--- src/pcla_pkg.sv ---
package pcla_pkg;

    localparam int unsigned REG_W = 16;

    // printed offsets are register indices; byte address is four times that
    localparam logic [7:0] IDX_CLK_TIMING = 8'h44;
    localparam logic [7:0] IDX_LOOP_ALARM = 8'h46;
    localparam logic [7:0] IDX_TX_INV = 8'h4A;
    localparam logic [31:0] ADDR_CLK_TIMING = 32'(IDX_CLK_TIMING) << 2;
    localparam logic [31:0] ADDR_LOOP_ALARM = 32'(IDX_LOOP_ALARM) << 2;
    localparam logic [31:0] ADDR_TX_INV = 32'(IDX_TX_INV) << 2;

    localparam logic [15:0] RST_CLK_TIMING = 16'h0000;
    localparam logic [15:0] RST_LOOP_ALARM = 16'h0000;
    localparam logic [15:0] RST_TX_INV = 16'h0000;
    localparam logic [15:0] MASK_CLK_TIMING = 16'h00FF;
    localparam logic [15:0] MASK_LOOP_ALARM = 16'h07FF;
    localparam logic [15:0] MASK_TX_INV = 16'h17FF;

    // clock and timing control fields
    localparam int unsigned TX_LINE_TIMING_BIT = 0;
    localparam int unsigned TX_FRAMER_TIMING_BIT = 1;
    localparam int unsigned RX_FRAMER_TIMING_BIT = 2;
    localparam int unsigned RA_TX_CLK_CTRL_BIT = 3;
    localparam int unsigned LOOP_TIMING_BIT = 4;
    localparam int unsigned TIMER_REF_SEL_BIT = 5;
    localparam int unsigned PORT_REF_LSB = 6;

    // loopback and alarm select fields
    localparam int unsigned FIRST_ALARM_LSB = 0;
    localparam int unsigned SECOND_ALARM_LSB = 4;
    localparam int unsigned LOOPBACK_LSB = 8;

    localparam logic [1:0] PORT_REF_RX = 2'h2;
    localparam logic [1:0] PORT_REF_TX = 2'h3;

    localparam logic [2:0] LB_NONE = 3'h0;
    localparam logic [2:0] LB_ANALOG = 3'h1;
    localparam logic [2:0] LB_LINE = 3'h2;
    localparam logic [2:0] LB_PAYLOAD = 3'h3;
    localparam logic [2:0] LB_LINE_DIAG = 3'h6;

    // alarm vector positions
    localparam int unsigned ALM_LOS = 0;
    localparam int unsigned ALM_OOF = 1;
    localparam int unsigned ALM_LOF = 2;
    localparam int unsigned ALM_AIS = 3;
    localparam int unsigned ALM_RAI = 4;
    localparam int unsigned ALM_IDLE = 5;
    localparam int unsigned ALM_N = 6;

    localparam int unsigned INV_TX_CLOCK_IN_BIT = 0;

    typedef enum logic [1:0] {
        TXC_PIN,
        TXC_RX,
        TXC_RATE_ADAPTER
    } pcla_tx_clk_src_t;

endpackage

--- src/pcla_top.sv ---
`timescale 1ns/100ps
// What this block does
// - port reference: 10 rx framer, 11 tx framer
// - timer reference: global at 0, port at 1
// - loop timing sends receive clock to transmit
// - rate adapter clock unless control bit set
// - rx framer pins timing select bit
// - tx framer pins timing select bit
// - tx line pins timing select bit
// - loopback codes 000 to 011 decoded
// - codes 1xx diagnostic, 110 adds line
// - upper alarm field drives second pin
// - lower alarm field drives first pin
// - alarm codes 0000-0101 select single alarm
// - combined alarm codes, others select nothing
// - transmit inversion register, one bit per pin
// - set inversion bit flips pin polarity
module pcla_top #(
    parameter int unsigned HADDR_W = 32
) (
    input wire logic clk_i,
    input wire logic reset_n_i,
    input wire logic hsel_i,
    input wire logic [HADDR_W-1:0] haddr_i,
    input wire logic [1:0] htrans_i,
    input wire logic hwrite_i,
    input wire logic [2:0] hsize_i,
    input wire logic [31:0] hwdata_i,
    input wire logic hready_i,
    output logic hreadyout_o,
    output logic hresp_o,
    output logic [31:0] hrdata_o,
    input wire logic global_ref_8k_i,
    input wire logic rx_framer_ref_8k_i,
    input wire logic tx_framer_ref_8k_i,
    output logic port_ref_o,
    output logic second_timer_ref_o,
    input wire logic rx_clk_i,
    input wire logic rate_adapter_clk_i,
    output logic tx_clk_o,
    output pcla_pkg::pcla_tx_clk_src_t tx_clk_src_o,
    output logic rx_framer_timing_sel_o,
    output logic tx_framer_timing_sel_o,
    output logic tx_line_timing_sel_o,
    output logic analog_loop_o,
    output logic line_loop_o,
    output logic payload_loop_o,
    output logic diagnostic_loop_o,
    input wire logic [pcla_pkg::ALM_N-1:0] alarm_i,
    input wire logic first_pin_out_en_i,
    input wire logic second_pin_out_en_i,
    output logic first_general_pin_o,
    output logic first_general_pin_oe_o,
    output logic second_general_pin_o,
    output logic second_general_pin_oe_o,
    input wire logic [pcla_pkg::REG_W-1:0] tx_pin_core_i,
    output logic [pcla_pkg::REG_W-1:0] tx_pin_o
);
    import pcla_pkg::*;

    if (HADDR_W < 10 || HADDR_W > 32)
    begin : g_bad_addr_w
        $error("HADDR_W must lie between 10 and 32");
    end

    // ---------------- bus slave and registers ----------------
    logic wr_pend_ff, nxt_wr_pend;
    logic [HADDR_W-1:0] addr_ff, nxt_addr;
    logic [15:0] clk_timing_ff, nxt_clk_timing;
    logic [15:0] loop_alarm_ff, nxt_loop_alarm;
    logic [15:0] tx_inv_ff, nxt_tx_inv;
    logic [31:0] rdata_ff, nxt_rdata;
    logic addr_phase;

    function automatic logic [15:0] read_word(
        input logic [HADDR_W-1:0] a,
        input logic [15:0] r_clk,
        input logic [15:0] r_loop,
        input logic [15:0] r_inv
    );
        logic [15:0] w;
        w = 16'h0000;
        if (a == ADDR_CLK_TIMING[HADDR_W-1:0])
            w = r_clk;
        else if (a == ADDR_LOOP_ALARM[HADDR_W-1:0])
            w = r_loop;
        else if (a == ADDR_TX_INV[HADDR_W-1:0])
            w = r_inv;
        return w;
    endfunction

    // only whole-word transfers reach the registers; others are ignored
    assign addr_phase = hsel_i && hready_i && htrans_i[1]
                        && (hsize_i == 3'h2);

    always_comb
    begin
        nxt_wr_pend = addr_phase && hwrite_i;
        nxt_addr = addr_phase ? haddr_i : addr_ff;
        nxt_clk_timing = clk_timing_ff;
        nxt_loop_alarm = loop_alarm_ff;
        nxt_tx_inv = tx_inv_ff;
        if (wr_pend_ff)
        begin
            if (addr_ff == ADDR_CLK_TIMING[HADDR_W-1:0])
                nxt_clk_timing = hwdata_i[15:0] & MASK_CLK_TIMING;
            if (addr_ff == ADDR_LOOP_ALARM[HADDR_W-1:0])
                nxt_loop_alarm = hwdata_i[15:0] & MASK_LOOP_ALARM;
            if (addr_ff == ADDR_TX_INV[HADDR_W-1:0])
                nxt_tx_inv = hwdata_i[15:0] & MASK_TX_INV;
        end
        // read from next values so a read right behind a write sees it
        nxt_rdata = rdata_ff;
        if (addr_phase && !hwrite_i)
            nxt_rdata = {16'h0000, read_word(haddr_i, nxt_clk_timing,
                                             nxt_loop_alarm, nxt_tx_inv)};
    end

    always_ff @(posedge clk_i or negedge reset_n_i)
    begin
        if (!reset_n_i)
        begin
            wr_pend_ff <= 1'b0;
            addr_ff <= '0;
            clk_timing_ff <= RST_CLK_TIMING;
            loop_alarm_ff <= RST_LOOP_ALARM;
            tx_inv_ff <= RST_TX_INV;
            rdata_ff <= 32'h0000_0000;
        end
        else
        begin
            wr_pend_ff <= nxt_wr_pend;
            addr_ff <= nxt_addr;
            clk_timing_ff <= nxt_clk_timing;
            loop_alarm_ff <= nxt_loop_alarm;
            tx_inv_ff <= nxt_tx_inv;
            rdata_ff <= nxt_rdata;
        end
    end

    // zero wait states, always OKAY
    assign hreadyout_o = 1'b1;
    assign hresp_o = 1'b0;
    assign hrdata_o = rdata_ff;

    // ---------------- port functions ----------------
    logic [1:0] port_ref_code;
    logic [2:0] lb_code;
    logic [15:0] tx_pin_adj;
    logic first_alarm, second_alarm;
    logic port_ref_ff, nxt_port_ref;
    logic timer_ref_ff, nxt_timer_ref;
    pcla_tx_clk_src_t tx_src_ff, nxt_tx_src;
    logic tx_clk_ff, nxt_tx_clk;
    logic [3:0] lb_ff, nxt_lb;
    logic first_pin_ff, nxt_first_pin;
    logic second_pin_ff, nxt_second_pin;
    logic [15:0] tx_pin_ff;

    assign port_ref_code = clk_timing_ff[PORT_REF_LSB +: 2];
    assign lb_code = loop_alarm_ff[LOOPBACK_LSB +: 3];

    pcla_alarm_sel u_first_sel (
        .code_i(loop_alarm_ff[FIRST_ALARM_LSB +: 4]),
        .alarm_i(alarm_i),
        .sel_o(first_alarm)
    );

    pcla_alarm_sel u_second_sel (
        .code_i(loop_alarm_ff[SECOND_ALARM_LSB +: 4]),
        .alarm_i(alarm_i),
        .sel_o(second_alarm)
    );

    // per-pin polarity; reserved positions never invert
    for (genvar i = 0; i < REG_W; i++)
    begin : g_inv
        assign tx_pin_adj[i] = tx_pin_core_i[i]
                               ^ (tx_inv_ff[i] & MASK_TX_INV[i]);
    end

    always_comb
    begin
        // undefined 0x codes hold the port reference low
        unique case (port_ref_code)
            PORT_REF_RX: nxt_port_ref = rx_framer_ref_8k_i;
            PORT_REF_TX: nxt_port_ref = tx_framer_ref_8k_i;
            default: nxt_port_ref = 1'b0;
        endcase
        nxt_timer_ref = clk_timing_ff[TIMER_REF_SEL_BIT]
                        ? nxt_port_ref : global_ref_8k_i;
        unique case (lb_code) // {analog, line, payload, diagnostic}
            LB_NONE: nxt_lb = 4'h0;
            LB_ANALOG: nxt_lb = 4'h8;
            LB_LINE: nxt_lb = 4'h4;
            LB_PAYLOAD: nxt_lb = 4'h2;
            LB_LINE_DIAG: nxt_lb = 4'h5;
            default: nxt_lb = 4'h1;
        endcase
        if (clk_timing_ff[LOOP_TIMING_BIT])
            nxt_tx_src = TXC_RX;
        else if (!clk_timing_ff[RA_TX_CLK_CTRL_BIT])
            nxt_tx_src = TXC_RATE_ADAPTER;
        else if (nxt_lb != 4'h0)
            nxt_tx_src = TXC_RX;
        else
            nxt_tx_src = TXC_PIN;
        // the input pin is ignored unless it is the chosen source
        unique case (nxt_tx_src)
            TXC_RX: nxt_tx_clk = rx_clk_i;
            TXC_RATE_ADAPTER: nxt_tx_clk = rate_adapter_clk_i;
            TXC_PIN: nxt_tx_clk = tx_pin_adj[INV_TX_CLOCK_IN_BIT];
            default: nxt_tx_clk = 1'b0;
        endcase
        nxt_first_pin = first_alarm;
        nxt_second_pin = second_alarm;
    end

    always_ff @(posedge clk_i or negedge reset_n_i)
    begin
        if (!reset_n_i)
        begin
            port_ref_ff <= 1'b0;
            timer_ref_ff <= 1'b0;
            tx_src_ff <= TXC_RATE_ADAPTER;
            tx_clk_ff <= 1'b0;
            lb_ff <= 4'h0;
            first_pin_ff <= 1'b0;
            second_pin_ff <= 1'b0;
            tx_pin_ff <= 16'h0000;
        end
        else
        begin
            port_ref_ff <= nxt_port_ref;
            timer_ref_ff <= nxt_timer_ref;
            tx_src_ff <= nxt_tx_src;
            tx_clk_ff <= nxt_tx_clk;
            lb_ff <= nxt_lb;
            first_pin_ff <= nxt_first_pin;
            second_pin_ff <= nxt_second_pin;
            tx_pin_ff <= tx_pin_adj;
        end
    end

    assign port_ref_o = port_ref_ff;
    assign second_timer_ref_o = timer_ref_ff;
    assign tx_clk_src_o = tx_src_ff;
    assign tx_clk_o = tx_clk_ff;
    assign rx_framer_timing_sel_o = clk_timing_ff[RX_FRAMER_TIMING_BIT];
    assign tx_framer_timing_sel_o = clk_timing_ff[TX_FRAMER_TIMING_BIT];
    assign tx_line_timing_sel_o = clk_timing_ff[TX_LINE_TIMING_BIT];
    assign analog_loop_o = lb_ff[3];
    assign line_loop_o = lb_ff[2];
    assign payload_loop_o = lb_ff[1];
    assign diagnostic_loop_o = lb_ff[0];
    // pin enables belong to the global pin control outside this port
    assign first_general_pin_o = first_pin_ff;
    assign first_general_pin_oe_o = first_pin_out_en_i;
    assign second_general_pin_o = second_pin_ff;
    assign second_general_pin_oe_o = second_pin_out_en_i;
    assign tx_pin_o = tx_pin_ff;

    // ---------------- assertions ----------------
    property p_port_ref_rx;
        @(posedge clk_i) disable iff (!reset_n_i)
        (port_ref_code == PORT_REF_RX)
            |=> (port_ref_o == $past(rx_framer_ref_8k_i));
    endproperty
    a_port_ref_rx: assert property (p_port_ref_rx)
        else $error("port reference does not follow rx framer");
    property p_timer_ref_global;
        @(posedge clk_i) disable iff (!reset_n_i)
        !clk_timing_ff[TIMER_REF_SEL_BIT]
            |=> (second_timer_ref_o == $past(global_ref_8k_i));
    endproperty
    a_timer_ref_global: assert property (p_timer_ref_global)
        else $error("timer reference not taken from global source");
    property p_loop_timing;
        @(posedge clk_i) disable iff (!reset_n_i)
        clk_timing_ff[LOOP_TIMING_BIT]
            |=> (tx_clk_src_o == TXC_RX) && (tx_clk_o == $past(rx_clk_i));
    endproperty
    a_loop_timing: assert property (p_loop_timing)
        else $error("loop timing did not use receive clock");
    property p_pin_source;
        @(posedge clk_i) disable iff (!reset_n_i)
        (clk_timing_ff[4:3] == 2'h1) && (lb_code == LB_NONE)
            |=> (tx_clk_src_o == TXC_PIN);
    endproperty
    a_pin_source: assert property (p_pin_source)
        else $error("transmit clock pin not chosen");
    property p_line_diag;
        @(posedge clk_i) disable iff (!reset_n_i)
        (lb_code == LB_LINE_DIAG) |=> line_loop_o && diagnostic_loop_o
            && !analog_loop_o && !payload_loop_o;
    endproperty
    a_line_diag: assert property (p_line_diag)
        else $error("code 110 loopback decode wrong");
    property p_no_loop;
        @(posedge clk_i) disable iff (!reset_n_i)
        (lb_code == LB_NONE) |=> !analog_loop_o && !line_loop_o
            && !payload_loop_o && !diagnostic_loop_o;
    endproperty
    a_no_loop: assert property (p_no_loop)
        else $error("loopback active at code 000");
    property p_all_alarms;
        @(posedge clk_i) disable iff (!reset_n_i)
        (loop_alarm_ff[FIRST_ALARM_LSB +: 4] == 4'hF)
            |=> (first_general_pin_o == (|$past(alarm_i)));
    endproperty
    a_all_alarms: assert property (p_all_alarms)
        else $error("code 1111 did not combine all alarms");
    property p_inversion;
        @(posedge clk_i) disable iff (!reset_n_i)
        1'b1 |=> (tx_pin_o == ($past(tx_pin_core_i)
                               ^ ($past(tx_inv_ff) & MASK_TX_INV)));
    endproperty
    a_inversion: assert property (p_inversion)
        else $error("transmit pin polarity wrong");
    property p_inv_write;
        @(posedge clk_i) disable iff (!reset_n_i)
        (addr_phase && hwrite_i
            && haddr_i == ADDR_TX_INV[HADDR_W-1:0])
            |=> ##1 (tx_inv_ff == (16'($past(hwdata_i)) & MASK_TX_INV));
    endproperty
    a_inv_write: assert property (p_inv_write)
        else $error("inversion register write lost");
    // bit 12 is live only in the inversion register
    property p_reserved_zero;
        @(posedge clk_i) disable iff (!reset_n_i)
        (addr_phase && !hwrite_i) |=> (hrdata_o[31:16] == '0)
            && (($past(haddr_i) != ADDR_TX_INV[HADDR_W-1:0])
                || ((hrdata_o[15:0] & ~MASK_TX_INV) == '0))
            && (($past(haddr_i) == ADDR_TX_INV[HADDR_W-1:0])
                || (hrdata_o[15:11] == '0));
    endproperty
    a_reserved_zero: assert property (p_reserved_zero)
        else $error("reserved read bits not zero");

endmodule

--- src/pcla_alarm_sel.sv ---
`timescale 1ns/100ps
module pcla_alarm_sel
    import pcla_pkg::*;
(
    input wire logic [3:0] code_i,
    input wire logic [ALM_N-1:0] alarm_i,
    output logic sel_o
);

    always_comb
    begin
        unique case (code_i)
            4'h0: sel_o = alarm_i[ALM_LOS];
            4'h1: sel_o = alarm_i[ALM_OOF];
            4'h2: sel_o = alarm_i[ALM_LOF];
            4'h3: sel_o = alarm_i[ALM_AIS];
            4'h4: sel_o = alarm_i[ALM_RAI];
            4'h5: sel_o = alarm_i[ALM_IDLE];
            4'hB, 4'hD: sel_o = alarm_i[ALM_LOS] | alarm_i[ALM_LOF]
                              | alarm_i[ALM_AIS];
            4'hE: sel_o = alarm_i[ALM_RAI] | alarm_i[ALM_IDLE];
            4'hF: sel_o = |alarm_i;
            // remaining codes select no alarm
            default: sel_o = 1'b0;
        endcase
    end

endmodule

--- config.mk ---
export PLATFORM = sky130hd
export DESIGN_NAME = pcla_top
export DESIGN_NICKNAME = d
export VERILOG_FILES = /design/src/pcla_pkg.sv /design/src/pcla_top.sv /design/src/pcla_alarm_sel.sv
export SDC_FILE = /design/constraint.sdc
export NUM_CORES = 1
export LEC_CHECK = 0
export BUFFER_PORTS_ARGS = -buffer_cell sky130_fd_sc_hd__buf_2
export CAP_MARGIN = 20
export CORE_ASPECT_RATIO = 0.5
export CORE_MARGIN = 1.5
export CORE_UTILIZATION = 45
export DETAILED_ROUTE_END_ITERATION = 6
export PLACE_DENSITY = 0.78
export SETUP_SLACK_MARGIN = 0.05
export SLEW_MARGIN = 25
export SYNTH_ARGS = -nofsm -noshare
export SYNTH_HDL_FRONTEND = slang
export SYNTH_SLANG_ARGS = --single-unit
--- constraint.sdc ---
create_clock -name clk_i -period 1.9 [get_ports clk_i]
set_input_delay 0.38 -clock clk_i [delete_from_list [all_inputs] [get_ports clk_i]]
set_output_delay 0.38 -clock clk_i [all_outputs]
set_load 0.03 [all_outputs]
# Word level (Yosys, flattened, before mapping)

Cells that the tools add are included.
Widths: inputs -> output; s select.

$mul: 0
Equality and inequality tests: 33
$lt $le $gt $ge: 0
Bitwise logic cells: 15
Shift operators: 0
Add/subtract/negate cells: 0
Div/mod/pow operators: 0
Mux-type cells: 18
Reductions and logical operators: 14

Operators with widths:

| cell                | count |
|---|---|
| $eq 32x9->1 const B | 6 |
| $mux 16             | 9 |
| $eq 4x4->1 const B  | 8 |
| $pmux 4 s5          | 1 |
| $pmux 1 s9          | 2 |
| $eq 4x2->1 const B  | 4 |
| $eq 4x3->1 const B  | 4 |
| $xor 1x1->1         | 12 |
| $eq 3x2->1 const B  | 3 |
| $eq 4x1->1 const B  | 2 |
| $logic_not 4->1     | 2 |
| $eq 2x2->1 const B  | 3 |
| $reduce_or 6->1     | 1 |
| $logic_and 1x1->1   | 5 |
| $mux 2              | 2 |
| $reduce_bool 4->1   | 1 |
| $reduce_or 2->1     | 2 |
| $eq 3x1->1 const B  | 1 |
| $eq 3x3->1 const B  | 1 |
| $logic_not 3->1     | 1 |
| $or 1x1->1          | 3 |
| $pmux 1 s3          | 1 |
| $eq 2x1->1 const B  | 1 |
| $logic_not 2->1     | 1 |
| 3 further kinds     | 4 |

Bits in latches: 0
Logic and storage cells: 94
Memory bits (writable): 0
Memories: 0
Input bits: 103
Register bits after elaboration: 124
Output and inout port bits: 66
Bits in read-only memories: 0

# Longest topological paths before layout

Gate-level depths: netlist of the first run.

Depth after elaboration: 8
Gate-level depth with buffers: 7
Depth with buffers taken out: 5

# Hierarchy

Synthesis of the first run repeated with hierarchy kept, for this count alone.

Cell total of the unflattened synthesis: 426
Area, all modules: 5,477.8 µm²

By module, submodules not included:

| module         | cells each | times used | seq. area each (µm²) | area an instance (µm²) |
|---|---|---|---|---|
| pcla_top       | 394        | 1          | 3,104.2              | 5,265.0 |
| pcla_alarm_sel | 16         | 2          | 0.0                  | 106.4 |

# Worst setup path after synthesis of the first run

Ideal clock, no wire load.

Path type: input port to flip-flop
Start point: input port haddr_i[28]
End point: register rdata_ff[6], in the netlist hrdata_o[6]
Data arrival time: 2,078 ps
Setup time: 141 ps
Required time: 1,759 ps
Slack: -319 ps
Stages: 7
Path buffers: 2
Cell sequence: or4_4 > nand3b_4 > or4_1 > buf_6 > buf_6 > o31ai_4 > a31oi_1

Cells in the longest elaborated chain, start to end: 4
Elaborated cells on any way between the ends: 6
Those cells by class: 3 x eq/ne; 3 x mux

RTL lines:

| element              | RTL line        | RTL |
|---|---|---|
| from (decl)          | pcla_top.sv:24  | `input wire logic [HADDR_W-1:0] haddr_i,` |
| $eq 32x9->1          | pcla_top.sv:87  | `else if (a == ADDR_TX_INV[HADDR_W-1:0])` |
| $mux 16              | pcla_top.sv:87  |  |
| $mux 16              | pcla_top.sv:85  | `else if (a == ADDR_LOOP_ALARM[HADDR_W-1:0])` |
| $mux 16 *            | pcla_top.sv:83  | `if (a == ADDR_CLK_TIMING[HADDR_W-1:0])` |
| to (signal assigned) | pcla_top.sv:137 | `rdata_ff <= nxt_rdata;` |
| to (decl)            | pcla_top.sv:72  | `logic [31:0] rdata_ff, nxt_rdata;` |

Every way passes the cells marked *; elsewhere a longest branch is shown, timed or not.
A chain may end at the register's enable or synchronous reset.

# Worst setup path after layout of the first run

Start point: register addr_ff[6]
End point: register rdata_ff[2], in the netlist hrdata_o[2]

Cells in the longest elaborated chain, start to end: 6
Elaborated cells on any way between the ends: 12
Those cells by class: 3 x eq/ne; 9 x mux

RTL lines:

| element                | RTL line        | RTL |
|---|---|---|
| from (decl)            | pcla_top.sv:68  | `logic [HADDR_W-1:0] addr_ff, nxt_addr;` |
| from (signal assigned) | pcla_top.sv:133 | `addr_ff <= nxt_addr;` |
| $eq 32x9->1            | pcla_top.sv:109 | `if (addr_ff == ADDR_TX_INV[HADDR_W-1:0])` |
| $mux 16                | pcla_top.sv:109 |  |
| $mux 16                | pcla_top.sv:103 | `if (wr_pend_ff)` |
| $mux 16                | pcla_top.sv:87  |  |
| $mux 16                | pcla_top.sv:85  |  |
| $mux 16 *              | pcla_top.sv:83  |  |

Marked as above.

==> run summary, run 1 <==
Status: finished with violations
Failing checks: negative setup slack
RR Startpoint: addr_ff[6]
Vias in the first global route: 4897
Final worst path period need: 2050 ps
Type of origin of the critical path: flip-flop
Vias: 5044
GR Util All Layers: 23.1%
I/O pins: 169
Port-buffer cells: 125
Clock share of power: 45.8%
First-pass GRT wire length: 24600 um
Nets: 805
Hpwl dp: 10400 um
Worst clock skew: 6.55 ps
Worst setup margin: -149 ps
Share of layout cells above drive strength 1: 45.9%
Primary FF master, synth: dfrtp_1
Synthesized flop and latch total: 124
P_leak: 3.87 nW
Hold Path Sink: tx_pin_o[15]
Power, Total: 7.60 mW
Largest net degree at the start of global routing: 35
Synth Instances: 532
Yosys Warn Count: 0
R2R Path End: hrdata_o[2]
ANT nets after route: 0
Combinational Power Share: 14.1%
Die Wd: 165 um
Initial core utilization: 46.4%
XOR/XNOR Fraction of Synth Area: 1.78%
Core footprint: 0.0127 mm2
Synth Area in Compound Gates: 13.9%
Clk Latency, worst-skew pair: 410 ps
Synth Area in Adders: 0%
Drt via density: 5.69
Post-synthesis sequential area ratio: 52.5%
Post-Synth Simple-Gate Area: 16.7%
Final-report hold violation count: 0
Endpoints failing setup: 34
DIE HEIGHT: 84.1 um
Total CTS buffers: 17
H-tree levels: 4
R2R Setup Slk: -150 ps
CP Data Arrival Time: 2380 ps
GRT overflow: 0
Largest family of logic cells by synthesized area: simple AND/OR/NAND/NOR gates
Syn_area_per_cell: 11.1 um2
FMAX: 488 MHz
Async set-reset flop share out of synthesis: 100%
Top-area cell type share of the netlist area: 52.1%
Largest area contributor in the netlist: dfrtp_1
Period utilization: 108%
Post-synthesis mux area share: 7.70%
Hold Path Stages: 1
Fillcell total: 939
Worst Path Max Fanout: 6
Gpl congestion: 0.861
Row cnt: 29
Max IR drop VDD: 0.710 mV
Root Buffer: clkbuf_16
Area growth, synth to finish: 39.7%
Post-synth EDFFs: 0
Pint: 5.57 mW
CP endpoint kind: flip-flop
WL final: 17000 um
Reg2reg path depth: 8
Clk pin slew, worst setup/hold paths: 60 ps
WP data required: 2230 ps
Worst hold path class: in -> reg
Unrepaired setup endpoints after global routing: true
Sw frac: 26.7%
DRC viols: 0
Max-cap violations: 0
Netlist Area Pre-Place: 0.00591 mm2
Cell area power density: 920 mW/mm2
HP Start: tx_pin_core_i[15]
DRC marker count from the first detailed-route iteration: 410
Flop pwr share: 40.1%
CTS tree: built
Largest cells by area after synthesis: dfrtp_1 (52%), mux2_2 (6.9%), and4_1 (4.9%)
Die ar.: 0.0139 mm2
Slew Viols, Final: 0
Area post-placement: 0.00706 mm2
Worst hold slack: 77.4 ps
Fin area: 0.00826 mm2
Crit path kind: reg -> reg
Initial antenna violation count: 1
Clk buf depth: 2
Drt wl/cell: 19.2 um
Psw: 2.03 mW
Clk sinks: 124
Cell variety after synth: 45
First-pass DRT Iterations: 4
## synth_stat cells (3+ instances only)
library cell / count
dfrtp_1: 123
a31oi_1: 44
mux2_2: 36
inv_1: 34
and4_1: 33
or2_2: 32
clkbuf_1: 28
o211ai_1: 23
buf_4: 20
nor2_1: 13
xor2_1: 12
o31a_1: 11
nor4_1: 10
o22ai_1: 10
nand2_1: 8
nand2b_1: 8
and2_1: 7
nand4_1: 7
nor2b_1: 7
a21oi_1: 6
a32oi_1: 6
o31ai_1: 6
buf_1: 5
mux2i_1: 5
nand3_1: 5
nor3_1: 5
nor4b_1: 3
## layout make-up
type | instances | area [um2] | share of cell area (%)
Timing Repair Buffer | 192 | 1410 | 17.1
Multi-Input combinational cell | 333 | 2780 | 33.6
Inverter | 34 | 128 | 1.54
Clock buffer | 21 | 460 | 5.57
Sequential cell | 124 | 3100 | 37.6
Antenna cell | 1 | 2.50 | 0.0303
Tap cell | 170 | 213 | 2.57
Clock inverter | 11 | 168 | 2.03
## registers in the layout (all words and copies together), names as in the netlist
signal,count
hrdata_o,16
wr_pend_ff,1
port_ref_o,1
tx_pin_o,16
lb_ff,4
loop_alarm_ff,16
tx_clk_src_o,2
first_general_pin_o,1
tx_clk_o,1
tx_inv_ff,16
second_general_pin_o,1
addr_ff,32
clk_timing_ff,16
second_timer_ref_o,1
## worst max path at each step
stage                           start     endpoint  cells past startpoint
after detailed placement  haddr_i[24]  hrdata_o[3]                      7
after global placement    haddr_i[24]  hrdata_o[5]                      7
final                      addr_ff[6]  hrdata_o[2]                      8
after global routing       addr_ff[6]  hrdata_o[2]                      8
after CTS                  addr_ff[6]  hrdata_o[3]                      7
after floorplan           haddr_i[28]  hrdata_o[6]                      7
## logic make-up after synthesis
kind of cell / Yosys count
AOI/OAI and AO/OA: 114
xor gates and xnor gates: 12
buffers and inverters: 91
DFF: 124
muxes: 41
other: 2
and+or+nand+nor: 148
## metal layers
metal  track usage, %  share of wire, %
met2             36.9                48
met5                0                 0
met4             8.93               2.6
met3             5.27               6.6
met1             30.6                43
## power by group through the flow
| stage | Clock, mW | Combinational, mW | Sequential, mW |
|---|---|---|---|
| global placement | 0 | 0.957 | 3.02 |
| detailed placement | 0 | 0.985 | 3.03 |
| CTS | 3.52 | 1.02 | 3.02 |
| finish | 3.48 | 1.07 | 3.05 |
| floorplan | 0 | 0.435 | 3.18 |
| global route | 3.64 | 1.15 | 3.07 |
## layout by cell type (no fill, tap or decap), types with 9 or more instances in the layout
master and count:
a31oi_1 30, and4_1 27, buf_12 11, buf_2 124, buf_4 42, clkbuf_16 22, conb_1 18, dfrtp_1 123
inv_1 34, mux2_2 36, nor2_1 13, o211ai_1 23, o22ai_1 9, o31a_1 11, or2_2 13, or2_4 19
xor2_1 12
## through the flow
stage | utilization [%] | worst slack, ps | instances | TNS, ps
6_report | 64.9 | -149 | 886 | -2470
5_1_grt | 64.9 | -232 | 886 | -6110
4_1_cts | 61.6 | -67.9 | 876 | -480
3_5_place_dp | 55.4 | -395 | 841 | -9150
3_3_place_gp | 55.4 | -353 | 841 | -7070
2_1_floorplan | - | -209 | 548 | -2370
## what timing repair did
action	in CTS	in global routing
gates cloned	1	6
gates resized for setup	23	52
setup buffers	1	3
hold endpoints to repair	28	0
endpoints found under the setup margin	52	51
hold buffers	1	0
pin swaps	4	24
## worst max-delay path, stage by stage (launching register included)
cell	delay [ps]
dfrtp_1	410
nor4_4	310
buf_4	160
and4_4	240
buf_12	150
clkbuf_16	160
and4_1	250
o211ai_1	120
a31oi_1	180
Power figures use the tool's default switching activity.
==> run 2, diff against run 1 <==
Settings changed: BUFFER_PORTS_ARGS -buffer_cell sky130_fd_sc_hd__buf_2 to unset, DONT_BUFFER_PORTS set to 1, PLACE_DENSITY 0.78 to 0.67.
==> run summary, run 2 (synthesized netlist as in run 1, its figures left out) <==
GR Util All Layers: 22.9%
Die ar.: 0.0139 mm2
Dpl cells: 712
Most frequent cells in the layout: dfrtp_1 (123), buf_4 (41), mux2_2 (36), inv_1 (34), a31oi_1 (33)
Worst hold path class: in -> async
Crit path kind: reg -> reg
H-tree levels: 4
Clk pin slew, worst setup/hold paths: 60 ps
Slew Viols, Final: 0
DRC viols: 0
Hold Buf Count CTS: 4
Vias in the first global route: 4496
I/O pins: 169
Gpl congestion: 0.789
Unrepaired setup endpoints after global routing: true
Initial antenna violation count: 0
Final-report hold violation count: 123
Worst Path Max Fanout: 8
Max IR drop VDD: 0.499 mV
DRC marker count from the first detailed-route iteration: 339
Clk buf depth: 2
CTS tree: built
Share of layout cells above drive strength 1: 32.7%
Die Wd: 165 um
Clk sinks: 124
Failing checks: negative hold slack, negative setup slack
Root Buffer: clkbuf_16
R2R Setup Slk: -90 ps
WL final: 15700 um
Crit-path max cell delay: 400 ps
Crit-path cells: nor4_2 -> buf_4 -> and4_4 -> buf_12 -> buf_12 -> and4_1 -> o211ai_1 -> a31oi_1
Status: finished with violations
Crit-path most repeated cell: buf_12
Cell area power density: 972 mW/mm2
DIE HEIGHT: 84.1 um
Worst setup margin: -90.0 ps
Largest net degree at the start of global routing: 125
Max reg flops: 32
Reg with most FFs: addr_ff
Fillcell total: 1023
Area growth, synth to finish: 26.2%
Max-cap violations: 0
CP endpoint kind: flip-flop
Port-buffer cells: 0
Vias: 4446
Ant diodes: 0
Total CTS buffers: 17
Worst hold slack: -337 ps
Fin area: 0.00746 mm2
Initial core utilization: 46.4%
Hpwl dp: 9620 um
Non-Filler Instances: 761
Slowest CP cell: dfrtp_1
Most common cell after layout, fill and taps aside: dfrtp_1
P_leak: 3.31 nW
Row cnt: 29
Drt wl/cell: 20.6 um
Area post-placement: 0.00639 mm2
FMAX: 503 MHz
Clk Latency, worst-skew pair: 420 ps
Type of origin of the critical path: flip-flop
Period utilization: 105%
Core footprint: 0.0127 mm2
Drt via density: 5.84
ANT nets after route: 0
Worst clock skew: 8.19 ps
Nets: 681
Final worst path period need: 1990 ps
First-pass GRT wire length: 23800 um
First-pass DRT Iterations: 4
WP data required: 2240 ps
GRT overflow: 0
CP Data Arrival Time: 2330 ps
Endpoints failing setup: 24
## run 2: what timing repair did
action,4_1_cts,5_1_grt
hold endpoints to repair,128,124
setup endpoints to repair,54,54
pin swaps,16,18
gates resized for setup,28,26
cloned,2,5
buffers inserted,4,4
## run 2: final timing paths
kind / cells after the start / end / start
worst max-delay path: 8 / hrdata_o[5] / addr_ff[1]
worst min-delay path: 0 / wr_pend_ff / reset_n_i
worst max register to register: 8 / hrdata_o[5] / addr_ff[1]
worst min register to register: 1 / tx_clk_src_o[1] / clk_timing_ff[3]
max in group asynchronous: 0 / tx_clk_src_o[1] / reset_n_i
min in group clk_i: 1 / tx_pin_o[9] / tx_pin_core_i[9]
## run 2: metal layers
metal / GRT usage [%] / up-vias / share of wire (%)
met5: 0 / - / 0
met2: 34.8 / 198 / 47
li1: - / 2033 / -
met1: 29.4 / 2194 / 43
met3: 8.84 / 21 / 8.8
met4: 8.85 / 0 / 1.5
## run 2: critical path, delay by kind of cell, from the launching register on
family,cells,cell delay (ps)
AO/OA/AOI/OAI,2,270
buffers and inverters,3,420
flip-flops,1,400
AND/OR/NAND/NOR,3,810
## run 2: metrics by stage
| step | util (%) | setup TNS, ps | hold WS [ps] | power (mW) | setup WS [ps] |
|---|---|---|---|---|---|
| detailed placement | 50.2 | -6180 | 87.4 | 3.80 | -292 |
| finish | 58.6 | -1010 | -337 | 7.25 | -90.0 |
| CTS | 57.1 | -315 | -362 | 7.23 | -37.6 |
| global route | 58.6 | -4860 | -360 | 7.51 | -198 |
| floorplan | - | -2370 | 84.4 | 3.61 | -209 |
| global placement | 50.2 | -4910 | 87.6 | 3.78 | -270 |
## run 2: layout make-up
class	instances	area, um2	area share (%)
Clock buffer	19	443	5.94
Clock inverter	13	168	2.25
Inverter	34	128	1.71
Multi-Input combinational cell	334	2680	35.9
Sequential cell	124	3100	41.6
Tap cell	170	213	2.85
Timing Repair Buffer	67	728	9.76
## run 2: report_power, final
| part | leakage, nW | switching [mW] | internal (mW) |
|---|---|---|---|
| Combinational | 1.40 | 0.315 | 0.352 |
| Clock | 0.282 | 1.26 | 2.10 |
| Sequential | 1.63 | 0.358 | 2.86 |
| Total | 3.31 | 1.93 | 5.32 |
==> run 3, diff against run 2 <==
Settings changed: GPL_TIMING_DRIVEN set to 0.
==> run summary, run 3 (synthesized netlist as in run 1, its figures left out) <==
Clk sinks: 124
Fin area: 0.00804 mm2
Finished Core Util: 63.1%
Die Wd: 165 um
CP Data Arrival Time: 2350 ps
DRC viols: 0
Failing checks: negative hold slack, negative setup slack
Largest net degree at the start of global routing: 125
Period utilization: 110%
Type of origin of the critical path: flip-flop
Dpl cells: 718
Max IR drop VDD: 0.467 mV
Hold Buf Count CTS: 4
Slew Viols, Final: 0
Clk pin slew, worst setup/hold paths: 60 ps
Most common cell after layout, fill and taps aside: dfrtp_1
Total CTS buffers: 17
ANT nets after route: 0
Cell area power density: 884 mW/mm2
Worst clock skew: 11.4 ps
DIE HEIGHT: 84.1 um
Root Buffer: clkbuf_16
Crit path kind: reg -> reg
Unrepaired setup endpoints after global routing: true
Endpoints failing setup: 21
First-pass GRT wire length: 24400 um
Reg2reg path depth: 7
Nets: 697
Ant diodes: 0
Most frequent cells in the layout: dfrtp_1 (123), mux2_2 (36), inv_1 (34), or2_4 (30), clkbuf_16 (28)
Area growth, synth to finish: 35.9%
Initial antenna violation count: 0
Port-buffer cells: 0
WP data required: 2170 ps
Max-cap violations: 0
Non-Filler Instances: 776
Max reg flops: 32
Crit-path cells: nor4_4 -> nand4_1 -> buf_6 -> buf_8 -> o31a_1 -> o211ai_1 -> a31oi_1
GR Util All Layers: 23.5%
Fillcell total: 935
Final worst path period need: 2090 ps
Clk buf depth: 2
First-pass DRT Iterations: 7
P_leak: 3.40 nW
CTS tree: built
Worst setup margin: -187 ps
Die ar.: 0.0139 mm2
WL final: 17000 um
Area post-placement: 0.00622 mm2
Hpwl dp: 10500 um
Row cnt: 29
Final-report hold violation count: 124
Vias: 4681
Initial core utilization: 46.4%
Worst hold slack: -344 ps
Slowest CP cell: dfrtp_1
H-tree levels: 4
Vias in the first global route: 4524
Reg with most FFs: addr_ff
CP endpoint kind: flip-flop
Worst Path Max Fanout: 5
Core footprint: 0.0127 mm2
Power, Total: 7.10 mW
Drt via density: 6.03
Clk Latency, worst-skew pair: 420 ps
Drt wl/cell: 22.0 um
Setup TNS: -1880 ps
Status: finished with violations
FMAX: 479 MHz
DRC marker count from the first detailed-route iteration: 351
I/O pins: 169
Share of layout cells above drive strength 1: 38.6%
Slew HR: 53.5%
Crit-path max cell delay: 410 ps
Slew @ Worst Pin: 691 ps
Pre-CTS setup slack: -744 ps
GRT overflow: 0
Worst hold path class: in -> async
Gpl congestion: 0.823
## run 3: changes by cell type in the layout (fill, tap and decap cells not counted), moves of 6 or more
cell,change
a31oi_4,+19
buf_4,-15
or2_2,-13
or2_4,+13
a31oi_1,-10
and4_1,-10
a31oi_2,-9
and4_4,+8
buf_8,+8
clkbuf_16,+8
clkbuf_1,+6
## run 3: power breakdown
part	switching (mW)	total [mW]	leakage, nW	internal (mW)
combinational	0.331	0.657	1.51	0.326
sequential	0.370	3.23	1.63	2.86
clock	1.25	3.21	0.263	1.96
total	1.95	7.10	3.40	5.15
## run 3: what timing repair did
item	in CTS	in global routing
endpoints found under the setup margin	63	52
pin swaps	48	91
gates resized for setup	92	112
endpoints found under the hold margin	128	124
gates cloned	5	10
setup buffers	6	2
## run 3: worst paths after layout
| kind | endpoint | slack (ps) | startpoint |
|---|---|---|---|
| worst min register to register | tx_clk_src_o[1] | 410 | clk_timing_ff[3] |
| worst min-delay path | addr_ff[18] | -340 | reset_n_i |
| min in group clk_i | tx_pin_o[1] | 40 | tx_pin_core_i[1] |
| worst max-delay path | hrdata_o[7] | -190 | addr_ff[17] |
| max in group asynchronous | tx_clk_src_o[1] | 1990 | reset_n_i |
| worst max register to register | hrdata_o[7] | -190 | addr_ff[17] |
## run 3: layout make-up
| type | instances | area (um2) | area share, % |
|---|---|---|---|
| inverter | 34 | 128 | 1.59 |
| multi-input combinational | 333 | 3050 | 38.0 |
| timing repair buffer | 27 | 385 | 4.80 |
| clock buffer | 18 | 439 | 5.47 |
| sequential | 124 | 3100 | 38.6 |
| buffer | 57 | 568 | 7.07 |
| tap | 170 | 213 | 2.65 |
| clock inverter | 13 | 144 | 1.79 |
## run 3: per-layer routing
| layer | share of wire, % | routed length [um] | vias to the layer above | global-route usage [%] |
|---|---|---|---|---|
| li1 | - | - | 2065 | - |
| met5 | 0 | 0 | - | 0 |
| met1 | 42 | 7190 | 2342 | 31.4 |
| met4 | 2.2 | 374 | 0 | 8.35 |
| met3 | 9.7 | 1660 | 41 | 8.20 |
| met2 | 46 | 7830 | 233 | 35.2 |
## run 3: worst max-delay path: cells and delay by family (launching register included)
kind / cells / cell delay, ps
AO/OA/AOI/OAI: 3 / 740
AND/OR/NAND/NOR: 2 / 490
flip-flops: 1 / 410
buffers and inverters: 2 / 280
